[src/verilog/seeb_pkg.sv]
// shared constants and carriers of the serial eeprom bus slave
package seeb_pkg;
  localparam logic [3:0] SEEB_TYPE_CODE = 4'h5; // arbitrary memory-type code
  localparam int SEEB_BYTE_BITS = 8;
  localparam int SEEB_PAGE_BITS = 4;
  localparam int SEEB_ADDR_BITS = 11;
  localparam int SEEB_FIFO_DEPTH = 8;
  localparam int SEEB_CLK_HZ = 40000000;
  // write cycle time in microseconds
  localparam int SEEB_WRITE_CYCLE_US = 10;
  localparam int SEEB_WRITE_CYCLES = SEEB_WRITE_CYCLE_US * (SEEB_CLK_HZ / 1000000);
  localparam logic [3:0] SEEB_ACK_SLOT = 4'h8;
  localparam logic [3:0] SEEB_CNT_RESET = 4'h0;

  typedef enum logic [2:0] {
    ST_IDLE, ST_SELECT, ST_ADDR, ST_WDATA, ST_RDATA, ST_BUSY
  } seeb_state_e;

  // one received byte and where it lands
  typedef struct packed {
    logic [SEEB_ADDR_BITS-1:0] addr;
    logic [SEEB_BYTE_BITS-1:0] data;
  } seeb_word_s;
endpackage

[src/verilog/seeb_fifo.sv]
// small synchronous fifo for accepted write bytes
`timescale 1ns/1ps
module seeb_fifo
  import seeb_pkg::*;
#(
  parameter int WIDTH = 19,
  parameter int DEPTH = 8
) (
  // clock and reset
  input wire logic core_clk,
  input wire logic rstn,
  // fill side
  input wire logic inValid,
  output logic inReady,
  input wire logic [WIDTH-1:0] inData,
  // drain side
  output logic outValid,
  input wire logic outReady,
  output logic [WIDTH-1:0] outData
);
  localparam int AW = $clog2(DEPTH);
  typedef struct packed {
    logic [AW:0] wrPtr;
    logic [AW:0] rdPtr;
  } seeb_fifo_s;
  seeb_fifo_s st, next_st;
  logic [WIDTH-1:0] mem [DEPTH];
  logic full, empty;

  assign empty = (st.wrPtr == st.rdPtr);
  assign full = (st.wrPtr[AW] != st.rdPtr[AW]) && (st.wrPtr[AW-1:0] == st.rdPtr[AW-1:0]);
  assign inReady = !full;
  assign outValid = !empty;
  assign outData = mem[st.rdPtr[AW-1:0]];

  always_comb begin
    next_st = st;
    if (inValid && !full) begin
      next_st.wrPtr = st.wrPtr + 1'b1;
    end
    if (outReady && !empty) begin
      next_st.rdPtr = st.rdPtr + 1'b1;
    end
  end

  always_ff @(posedge core_clk or negedge rstn) begin
    if (!rstn) begin
      st <= '0;
    end else begin
      st <= next_st;
    end
  end

  always_ff @(posedge core_clk) begin
    if (inValid && !full) begin
      mem[st.wrPtr[AW-1:0]] <= inData;
    end
  end
endmodule

[src/verilog/seeb_slave.sv]
// protocol engine of the serial eeprom two-wire bus slave
//
// Behaviour
// start, then select byte msb first
// type field must equal memory-type code
// chip-enable field must match chip-enable pins
// larger parts take those bits as address
// eighth bit one reads, zero writes
// matching select byte acked in ninth bit
// mismatch releases sda, standby until start
// write select, address byte, both acked
// protect high before address end blocks data
// protected data nacked, else acked
// page write up to 16, row wraps
// only low four address bits increment
// write cycle only on stop after data ack
// busy cycle ignores bus, no ack
// master polls select byte until acked
// reads ignore write protect
// random read via dummy write, restart
// master repeats upper seven select bits
// sda sampled on scl rising edge
// protect still acks select and address
// read nack ends transfer, standby
// start and stop abort byte anywhere
// write cycle is bounded configurable interval
`timescale 1ns/1ps
module seeb_slave
  import seeb_pkg::*;
#(
  parameter int ADDR_HIGH_BITS = 3,
  parameter int WRITE_CYCLES = SEEB_WRITE_CYCLES
) (
  // clock and reset
  input wire logic core_clk,
  input wire logic rstn,
  // two-wire bus, sda open drain
  input wire logic sclIn,
  input wire logic sdaIn,
  output logic sdaOut,
  output logic sdaOen,
  // straps
  input wire logic chip_sel_pin0,
  input wire logic chip_sel_pin1,
  input wire logic chip_sel_pin2,
  input wire logic write_protect_input,
  // read data for the current address, from the array
  input wire logic [SEEB_BYTE_BITS-1:0] rdData,
  output logic [SEEB_ADDR_BITS-1:0] rdAddr,
  // accepted write bytes towards the array
  output logic wrValid,
  input wire logic wrReady,
  output seeb_word_s wrWord,
  // status
  output logic busy
);
  // ****************************************
  // state
  // ****************************************
  typedef struct packed {
    logic [1:0] sclSync;
    logic [1:0] sdaSync;
    logic [1:0] wpSync;
    logic [2:0] pinSync0;
    logic [2:0] pinSync1;
    logic sclPrev;
    logic sdaPrev;
    seeb_state_e state;
    logic [3:0] bitCnt;
    logic [7:0] shift;
    logic ackPhase;
    logic driveLow;
    logic readDir;
    logic protect;
    logic dataAcked;
    logic masterAck;
    logic [SEEB_ADDR_BITS-1:0] addr;
    logic [31:0] busyCnt;
    logic pushReq;
    seeb_word_s pushWord;
  } seeb_slave_s;
  seeb_slave_s st, next_st;

  logic scl, sda, sclRise, sclFall, startCond, stopCond;
  logic fifoReady;
  logic [2:0] pins, ceMask;
  logic wp;

  assign scl = st.sclSync[1];
  assign sda = st.sdaSync[1];
  assign sclRise = scl && !st.sclPrev;
  assign sclFall = !scl && st.sclPrev;
  assign startCond = scl && st.sclPrev && st.sdaPrev && !sda;
  assign stopCond = scl && st.sclPrev && !st.sdaPrev && sda;
  // straps and protect are pins too, read only after two flops
  assign pins = st.pinSync1;
  assign wp = st.wpSync[1];
  // low positions replaced by address bits on large parts
  assign ceMask = 3'h7 << ADDR_HIGH_BITS;

  function automatic logic selMatch(input logic [7:0] b, input logic [2:0] p,
                                    input logic [2:0] m);
    selMatch = (b[7:4] == SEEB_TYPE_CODE) && ((b[3:1] & m) == (p & m));
  endfunction

  assign sdaOut = 1'b0;
  assign sdaOen = !st.driveLow;
  assign rdAddr = st.addr;
  assign busy = (st.state == ST_BUSY);

  // ****************************************
  // next state
  // ****************************************
  always_comb begin
    next_st = st;
    next_st.sclSync = {st.sclSync[0], sclIn};
    next_st.sdaSync = {st.sdaSync[0], sdaIn};
    next_st.wpSync = {st.wpSync[0], write_protect_input};
    next_st.pinSync0 = {chip_sel_pin2, chip_sel_pin1, chip_sel_pin0};
    next_st.pinSync1 = st.pinSync0;
    next_st.sclPrev = scl;
    next_st.sdaPrev = sda;
    if (st.pushReq && fifoReady) begin
      next_st.pushReq = 1'b0;
    end
    if (wp && (st.state == ST_SELECT || st.state == ST_ADDR)) begin
      next_st.protect = 1'b1;
    end
    case (st.state)
      ST_BUSY: begin
        // bus ignored entirely while the cycle runs
        next_st.driveLow = 1'b0;
        if (st.busyCnt >= 32'(WRITE_CYCLES - 1)) begin
          next_st.state = ST_IDLE;
          next_st.busyCnt = '0;
        end else begin
          next_st.busyCnt = st.busyCnt + 32'd1;
        end
      end
      default: begin
        if (startCond) begin
          // restart keeps the loaded address for the random read
          next_st.state = ST_SELECT;
          next_st.bitCnt = SEEB_CNT_RESET;
          next_st.ackPhase = 1'b0;
          next_st.driveLow = 1'b0;
          next_st.dataAcked = 1'b0;
          next_st.protect = wp;
        end else if (stopCond) begin
          next_st.driveLow = 1'b0;
          next_st.bitCnt = SEEB_CNT_RESET;
          next_st.ackPhase = 1'b0;
          // only a stop right after a data ack starts the cycle
          // the rise of the stop slot has already counted one bit
          if (st.state == ST_WDATA && st.dataAcked && st.bitCnt == SEEB_CNT_RESET + 4'h1) begin
            next_st.state = ST_BUSY;
          end else begin
            next_st.state = ST_IDLE;
          end
        end else if (st.state != ST_IDLE) begin
          if (sclRise && !st.ackPhase) begin
            next_st.shift = {st.shift[6:0], sda};
            next_st.bitCnt = st.bitCnt + 4'h1;
            // the ack flag must survive the first rise of the stop slot
            next_st.dataAcked = st.dataAcked && (st.bitCnt == SEEB_CNT_RESET);
          end else if (sclRise && st.ackPhase) begin
            next_st.masterAck = !sda;
          end
          if (sclFall && !st.ackPhase && st.bitCnt == SEEB_ACK_SLOT) begin
            next_st.ackPhase = 1'b1;
            next_st.bitCnt = SEEB_CNT_RESET;
            case (st.state)
              ST_SELECT: begin
                if (selMatch(st.shift, pins, ceMask)) begin
                  next_st.driveLow = 1'b1;
                  next_st.readDir = st.shift[0];
                  for (int i = 0; i < ADDR_HIGH_BITS; i++) begin
                    next_st.addr[8 + i] = st.shift[1 + i];
                  end
                end else begin
                  next_st.state = ST_IDLE;
                  next_st.ackPhase = 1'b0;
                end
              end
              ST_ADDR: begin
                next_st.addr[7:0] = st.shift;
                next_st.driveLow = 1'b1;
              end
              ST_WDATA: begin
                if (!st.protect) begin
                  next_st.driveLow = 1'b1;
                  next_st.pushReq = 1'b1;
                  next_st.pushWord = '{addr: st.addr, data: st.shift};
                end
              end
              ST_RDATA: begin
                // let go of sda for the master's ack slot
                next_st.driveLow = 1'b0;
              end
              default: begin
              end
            endcase
          end else if (sclFall && st.ackPhase) begin
            next_st.ackPhase = 1'b0;
            next_st.driveLow = 1'b0;
            case (st.state)
              ST_SELECT: begin
                // reads go on whatever the protect level
                next_st.state = st.readDir ? ST_RDATA : ST_ADDR;
                next_st.driveLow = st.readDir && !rdData[7];
                next_st.shift = rdData;
                next_st.bitCnt = st.readDir ? 4'h1 : SEEB_CNT_RESET;
              end
              ST_ADDR: begin
                next_st.state = ST_WDATA;
              end
              ST_WDATA: begin
                next_st.dataAcked = st.driveLow;
                if (st.driveLow) begin
                  next_st.addr[3:0] = st.addr[3:0] + 4'h1;
                end
              end
              ST_RDATA: begin
                if (!st.masterAck) begin
                  next_st.state = ST_IDLE;
                end else begin
                  next_st.addr = st.addr + 1'b1;
                  next_st.state = ST_IDLE;
                end
              end
              default: begin
              end
            endcase
          end else if (sclFall && st.state == ST_RDATA && !st.ackPhase) begin
            // shift out the next bit; release before the master ack slot
            if (st.bitCnt == SEEB_ACK_SLOT) begin
              next_st.driveLow = 1'b0;
            end else begin
              next_st.driveLow = !st.shift[7 - st.bitCnt[2:0]];
              next_st.bitCnt = st.bitCnt + 4'h1;
            end
          end
          // the slave drives read bits, so its own rises shift nothing in
          if (st.state == ST_RDATA && sclRise) begin
            next_st.shift = st.shift;
            next_st.bitCnt = st.bitCnt;
          end
        end
      end
    endcase
  end

  always_ff @(posedge core_clk or negedge rstn) begin
    if (!rstn) begin
      st <= '{sclSync: 2'h3, sdaSync: 2'h3, sclPrev: 1'b1, sdaPrev: 1'b1,
              state: ST_IDLE, default: '0};
    end else begin
      st <= next_st;
    end
  end

  // ****************************************
  // write byte buffer
  // ****************************************
  // fifo stall: the push waits, but a next byte acked while it still waits overwrites it; array drain is far faster than scl
  seeb_fifo #(.WIDTH($bits(seeb_word_s)), .DEPTH(SEEB_FIFO_DEPTH)) u_fifo (
    .core_clk(core_clk),
    .rstn(rstn),
    .inValid(st.pushReq),
    .inReady(fifoReady),
    .inData(st.pushWord),
    .outValid(wrValid),
    .outReady(wrReady),
    .outData(wrWord)
  );

  // ****************************************
  // checks
  // ****************************************
  a_busy_silent: assert property (@(posedge core_clk) disable iff (!rstn)
    busy |-> sdaOen) else $error("sda driven during write cycle");
  a_busy_bound: assert property (@(posedge core_clk) disable iff (!rstn)
    $rose(busy) |-> busy [*8]) else $error("write cycle ended too soon");
  a_stop_cycle: assert property (@(posedge core_clk) disable iff (!rstn)
    $rose(busy) |-> $past(st.state) == ST_WDATA && $past(st.dataAcked))
    else $error("write cycle without acked data");
  a_protect_nack: assert property (@(posedge core_clk) disable iff (!rstn)
    (st.state == ST_WDATA && st.protect && st.ackPhase) |-> sdaOen)
    else $error("protected data acked");
  a_mismatch_idle: assert property (@(posedge core_clk) disable iff (!rstn)
    (st.state == ST_SELECT && sclFall && !st.ackPhase && st.bitCnt == SEEB_ACK_SLOT
     && !selMatch(st.shift, pins, ceMask)) |=> st.state == ST_IDLE && sdaOen)
    else $error("mismatch not released");
  a_sel_ack: assert property (@(posedge core_clk) disable iff (!rstn)
    (st.state == ST_SELECT && st.ackPhase) |-> !sdaOen)
    else $error("select byte not acked");
  a_page_wrap: assert property (@(posedge core_clk) disable iff (!rstn)
    (st.state == ST_WDATA && $changed(st.addr) && !$rose(busy)) |->
      st.addr[SEEB_ADDR_BITS-1:4] == $past(st.addr[SEEB_ADDR_BITS-1:4]))
    else $error("row bits changed in page write");
  a_read_nack: assert property (@(posedge core_clk) disable iff (!rstn)
    (st.state == ST_RDATA && st.ackPhase && sclFall) |=> st.state == ST_IDLE)
    else $error("read did not end");
  a_read_release: assert property (@(posedge core_clk) disable iff (!rstn)
    (st.state == ST_RDATA && st.ackPhase) |-> sdaOen)
    else $error("sda held in master ack slot");
endmodule
[config.mk]
export PLATFORM = sky130hd
export DESIGN_NAME = seeb_slave
export DESIGN_NICKNAME = d
export VERILOG_FILES = /design/src/verilog/seeb_pkg.sv /design/src/verilog/seeb_fifo.sv /design/src/verilog/seeb_slave.sv
export SDC_FILE = /design/constraint.sdc
export NUM_CORES = 1
export LEC_CHECK = 0
export ABC_AREA = 1
export BUFFER_PORTS_ARGS = -buffer_cell sky130_fd_sc_hd__buf_2
export CORE_MARGIN = 2
export CORE_UTILIZATION = 55
export DETAILED_ROUTE_END_ITERATION = 8
export HOLD_SLACK_MARGIN = 0.1
export PLACE_DENSITY = 0.75
export SKIP_LAST_GASP = 1
export SYNTH_ARGS = -nofsm -noshare
export SYNTH_HDL_FRONTEND = slang
export SYNTH_SLANG_ARGS = --single-unit
[constraint.sdc]
create_clock -name core_clk -period 3 [get_ports core_clk]
set_clock_uncertainty 0.05 [all_clocks]
set_input_delay 0.3 -clock core_clk [delete_from_list [all_inputs] [get_ports core_clk]]
set_output_delay 0.3 -clock core_clk [all_outputs]
set_load 0.02 [all_outputs]
; ---- Yosys cells after proc, flatten, opt, wreduce, memory -nomap -nowiden
; Memory sizes are Yosys's and may differ from the RTL's.
; Index checks and enable logic that the tools add are counted.
[word_totals]
regBits = 100
ram_bits = 152
input_bits = 17
out_inout_bits = 34
word_cells = 201
mem_count = 1
[op_classes]
add_sub_neg = 7
order_cmp = 2
eq_ne = 25
muxes = 79
n_bitwise = 6
n_reduce_logical = 58
[mem_list]
columns = name, depth, width, read_ports, rd_ports_with_merged_regs, wr, line_no
row1 = u_fifo.mem, 8, 19, 1, 0, 1, seeb_fifo.sv:27  ; logic [WIDTH-1:0] mem [DEPTH];
[op_table]
columns = cell, n
row1 = 12-bit two-way mux, 12
row2 = 20-bit two-way mux, 7
row3 = 11-bit two-way mux, 3
row4 = 32-bit by 1-bit adder with 32-bit output (second input constant), 1
row5 = 32-bit by 9-bit >= comparator with 1-bit output (second input constant), 1
row6 = 32-bit by 4-bit less-than comparator with 1-bit output (second input constant), 1
row7 = 32-bit two-way mux, 1
row8 = 7-bit two-way mux, 4
row9 = 3-bit two-way mux, 9
row10 = 13-bit two-way mux, 2
row11 = 1-bit two-way mux, 24
row12 = 1-bit logical AND, 23
row13 = 18-bit two-way mux, 1
row14 = 9-bit AND reduction, 2
row15 = 4-bit by 1-bit adder with 4-bit output (second input constant), 4
row16 = 4-bit two-way mux, 4
row17 = 8-bit two-way mux, 2
row18 = 14-bit two-way mux, 1
row19 = 7-bit AND reduction, 2
row20 = 6-bit AND reduction, 2
row21 = 11-bit by 1-bit adder with 11-bit output (second input constant), 1
row22 = 1-bit logical NOT, 10
row23 = 5-bit inequality test (second input constant), 2
row24 = 5-bit AND reduction, 2
row25 = other kinds (34), 56

; ---- Longest topological paths before layout
[depth]
depth_word = 20
depth_mapped = 11
ltp_nobuf = 11

; ---- Modules after synthesis
; From an unflattened synthesis, not the netlist that was laid out.
[hier_totals]
hier_cells = 1112
hier_area_um2 = 11259.5
[by_module_without_submodules]
columns = module, n_inst, cells_per_inst, area_each_um2, seq_area_each_um2
row1 = seeb_fifo, 1, 515, 6461.2, 4764.6
row2 = seeb_slave, 1, 597, 4798.4, 2309.7

; ---- Least setup slack after synthesis
; Ideal clock, no wire load.
[synth_path]
path_type = flip-flop to flip-flop
startpoint = register u_fifo.st[0] (netlist name)
endpoint = memory u_fifo.mem[6][0] (enable)
setup_ps = 444
arrival_ps = 2761
required_time_ps = 2506
slack_ps = -255
stages_incl_launch_ff = 8
n_path_buf = 1
synth_period_minus_slack_ps = 3255
path_cell_list = dfrtp_1 -> buf_2 -> xnor2_1 -> nand2_1 -> nor2_1 -> nand2_1 -> nand2_1 -> nor4_1
[synth_between]
elab_chain_len = 6
[synth_lines]
columns = item, line_no
row1 = "start, declared", seeb_fifo.sv:26  ; seeb_fifo_s st, next_st;
row2 = "start signal, assigned", seeb_fifo.sv:50  ; st <= next_st;
row3 = 3-bit == test, seeb_fifo.sv:31  ; assign full = (st.wrPtr[AW] != st.rdPtr[AW]) && (st.wrPtr[AW-1:0] == st.rdPtr[AW-1:0]);
row4 = 1-bit logical AND, seeb_fifo.sv:31
row5 = 1-bit logical NOT, seeb_fifo.sv:55  ; if (inValid && !full) begin
row6 = 1-bit logical AND, seeb_fifo.sv:55
row7 = 1-bit two-way mux, seeb_fifo.sv:55
row8 = 1-bit two-way mux (implied by the code), seeb_fifo.sv:56  ; mem[st.wrPtr[AW-1:0]] <= inData;
row9 = "end, declared", seeb_fifo.sv:27
; Every way passes these cells.

==> metrics.md <==
| Metric | Value |
|---|---|
| FF-to-FF path depth | `9` |
| Global-route wire length before repair | `about 39000 µm` |
| All-Layer GR Usage | `roughly 22%` |
| Hold Crit Depth | `5` |
| Antenna Violating Nets Remaining | `0` |
| Drt via density | `approximately 5.4` |
| Starting Density | `a little under three fifths` |
| Mean Syn Cell Area | `a little over 10 µm²` |
| Worst Tran Pin Value | `roughly 0.8 ns` |
| Core box area | `between 20000 and 25000 µm²` |
| CTS tree | `built` |
| Post-layout min period | `~2.9 ns` |
| Distinct cells, synth | `42` |
| Post-synth top area share | `40.5%` |
| Initial DRC Count | `558` |
| Post-route setup slack | `roughly 0.094 ns` |
| Worst Path Max Fanout | `between 70 and 80` |
| # rows | `52` |
| WL/cell | `16.3 µm` |
| Endpoints failing setup | `0` |
| Vias in the first global route | `about 7600` |
| DR vias | `7906` |
| IO buf count | `46` |
| Multi-input logic area | `approximately 3600 µm²` |
| Hpwl dp | `15000 µm` |
| Critical Path AT | `~2.6 ns` |
| Cts repair resizes | `0` |
| Final hold vios | `0` |
| Status | `finished clean` |
| Register area | `between 7000 and 8000 µm²` |
| Hold_sp | `rdData[7]` |
| Post-cts hold buffer count | `12` |
| # Post-CTS Setup Buffers | `0` |
| Clk root buf | `clkbuf_16` |
| Inserted Diodes | `0` |
| Post-Synthesis Cells | `around 1100` |
| R2R Path Start | `u_fifo.st[4]$_DFFE_PN0P_` |
| Worst hold endpoint | `st[76]$_DFFE_PN0P_` |
| Cell Area, Synth | `11300 µm²` |
| Grt total ovfl | `0` |
| First-pass DRT Iterations | `6` |
| Layout cells sized above 1 | `a little over an eighth` |
| Total negative slack | `0 ns` |
| Sequential power share | `about two fifths` |
| H-tree Lvls | `1` |
| Synthesis Warnings | `0` |
| Max_cap viols | `0` |
| CP Capture Type | `output port` |
| Pleak | `roughly 5.5 nW` |
| Longest Clk Path Bufs | `3` |
| Worst path required time | `between 2 and 3 ns` |
| Gate power share | `about a quarter` |
| Clock sink total | `252` |
| Fillers | `~1600` |
| Worst-path clk slew | `roughly 0.060 ns` |
| Die area | `~22000 µm²` |
| Routed wire length | `around 24000 µm` |
| I/O pin count | `51` |
| Register-to-register setup slack | `~0.6 ns` |
| Net Sw Power | `3.17 mW` |
| Reg-to-Reg End | `u_fifo.mem[1][15]$_DFFE_PP_` |
| Crit Path Class | `reg -> out` |
| Largest cells by area after synthesis | `edfxtp_1 41%, dfrtp_1 21%, nand2_1 8.4%, nor2_1 5.8%, o21ai_0 3.5%` |
| CP startpoint kind | `register` |
| Num CTS Buffers | `27` |
| Final worst path period share | `96.9%` |
| RSZ-0062 raised after global routing | `no` |
| DRC errors left | `0` |
| Switching share of total power | `32.7%` |
| Syn nets | `between 1000 and 1500` |
| Yosys top cell by area | `edfxtp_1` |
| Chip width | `~150 µm` |
| Post-placement setup slack | `a little under 0.6 ns` |
| Largest net degree at the start of global routing | `80` |
| Rel. slew slack | `around 46%` |
| FF+latch count, synth | `approximately 250` |
| Internal power | `~6.5 mW` |
| Layout area overhead | `13.4%` |
| Max Fclk | `~340 MHz` |
| Die Span Y | `147 µm` |
| Hold/Removal Path Class | `in -> reg` |
| Fin nets | `roughly 1200` |
| Clock share of power | `roughly 34%` |
| Sequential share of the synthesized area | `a little over three fifths` |
| RD Place Congestion | `0.922` |
| Final Max Tran Viols | `0` |
| Initial antenna violation count | `0` |
| Clk Latency, worst-skew pair | `between 0.5 and 0.6 ns` |
| Peak VDD IR | `0.000480 V` |
| Pwr per Cell Area | `~760 nW/µm²` |
-- through the flow --
stage	power (mW)	util, %	instances	instance area [µm²]	hold slack, ns
6_report	9.70	63.3	1454	12800	0.151
3_5_place_dp	6.45	58.3	1392	11800	0.299
5_1_grt	10.2	63.3	1454	12800	0.200
2_1_floorplan	5.70	-	1112	11300	-0.0456
4_1_cts	9.76	63.3	1454	12800	0.132
3_3_place_gp	6.38	58.3	1392	11800	0.285
-- per-layer routing --
| layer | wire, µm | vias to the layer above | GRT usage (%) |
|---|---|---|---|
| met4 | 502 | 0 | 5.87 |
| li1 | - | 3835 | - |
| met5 | 0 | - | 0 |
| met3 | 1220 | 43 | 2.89 |
| met2 | 11400 | 224 | 37.8 |
| met1 | 10500 | 3804 | 30.8 |
-- worst max path at each step --
| stage | from | end | cells after the start |
|---|---|---|---|
| floorplan | u_fifo.st[0]$_DFFE_PN0P_ | u_fifo.mem[0][0]$_DFFE_PP_ | 8 |
| global placement | u_fifo.st[4]$_DFFE_PN0P_ | u_fifo.mem[1][15]$_DFFE_PP_ | 9 |
| detailed placement | u_fifo.st[4]$_DFFE_PN0P_ | u_fifo.mem[1][15]$_DFFE_PP_ | 9 |
| CTS | u_fifo.st[0]$_DFFE_PN0P_ | wrWord[6] | 6 |
| global route | u_fifo.st[0]$_DFFE_PN0P_ | wrWord[6] | 6 |
| finish | u_fifo.st[0]$_DFFE_PN0P_ | wrWord[6] | 6 |
-- flip-flops by register name, indices dropped and copies added, names as in the netlist --
| name | count |
|---|---|
| next_st | 5 |
| rdAddr | 11 |
| st | 76 |
| u_fifo.mem | 152 |
| u_fifo.st | 8 |
-- logic make-up after synthesis --
| logic type | count (synthesis) | synth area share, % |
|---|---|---|
| DFF | 252 | 62.8 |
| AOI/OAI and AO/OA | 164 | 8.87 |
| and+or+nand+nor | 509 | 19.1 |
| other | 1 | 0.0333 |
| xor gates and xnor gates | 19 | 1.48 |
| buffers and inverters | 149 | 5.89 |
| adders and majority gates | 7 | 0.778 |
| muxes | 11 | 1.01 |
-- worst max-delay path: stages, from the launching register on --
cell     delay, ns
dfrtp_2       0.38
buf_4         0.61
nor2_1        0.16
o32ai_1       0.36
nand2_1       0.11
nand2_1       0.15
buf_2         0.18
-- cells in the mapped netlist, drive strengths merged --
master and count:
a21oi 8, a31oi 2, buf 42, clkbuf 15
clkinv 1, conb 1, dfrtp 94, dfstp 6
edfxtp 152, ha 7, inv 91, mux2 3
mux2i 8, nand2 260, nand3 47, nand3b 2
nand4 11, nor2 183, nor3 3, nor4 2
o211ai 2, o21ai 107, o22ai 4, o31ai 3
o32ai 38, or2 1, xnor2 5, xor2 14
-- power by group through the flow --
stage	logic (mW)	clock network (mW)	registers (mW)
after global routing	2.84	3.45	3.88
after detailed placement	2.52	0	3.93
final	2.56	3.28	3.87
after floorplan	1.80	0	3.89
after CTS	2.57	3.32	3.87
after global placement	2.45	0	3.93
-- cell usage in the layout (no fill, tap or decap), types with 28 or more instances in the layout --
cell type,instances
edfxtp_1,152
nand2_1,253
o21ai_1,28
nand3_1,39
nor2_1,167
o32ai_1,38
o21ai_0,78
inv_1,83
dfrtp_1,92
buf_2,45
clkbuf_16,28
-- area by class of cell --
type | instances | share of cell area [%]
clock inverter | 10 | 0.931
timing repair buffer | 79 | 4.39
tap | 270 | 2.65
clock buffer | 40 | 6.08
multi-input combinational | 711 | 27.8
inverter | 92 | 2.70
sequential | 252 | 55.4
(Power assumes the default switching activity.)
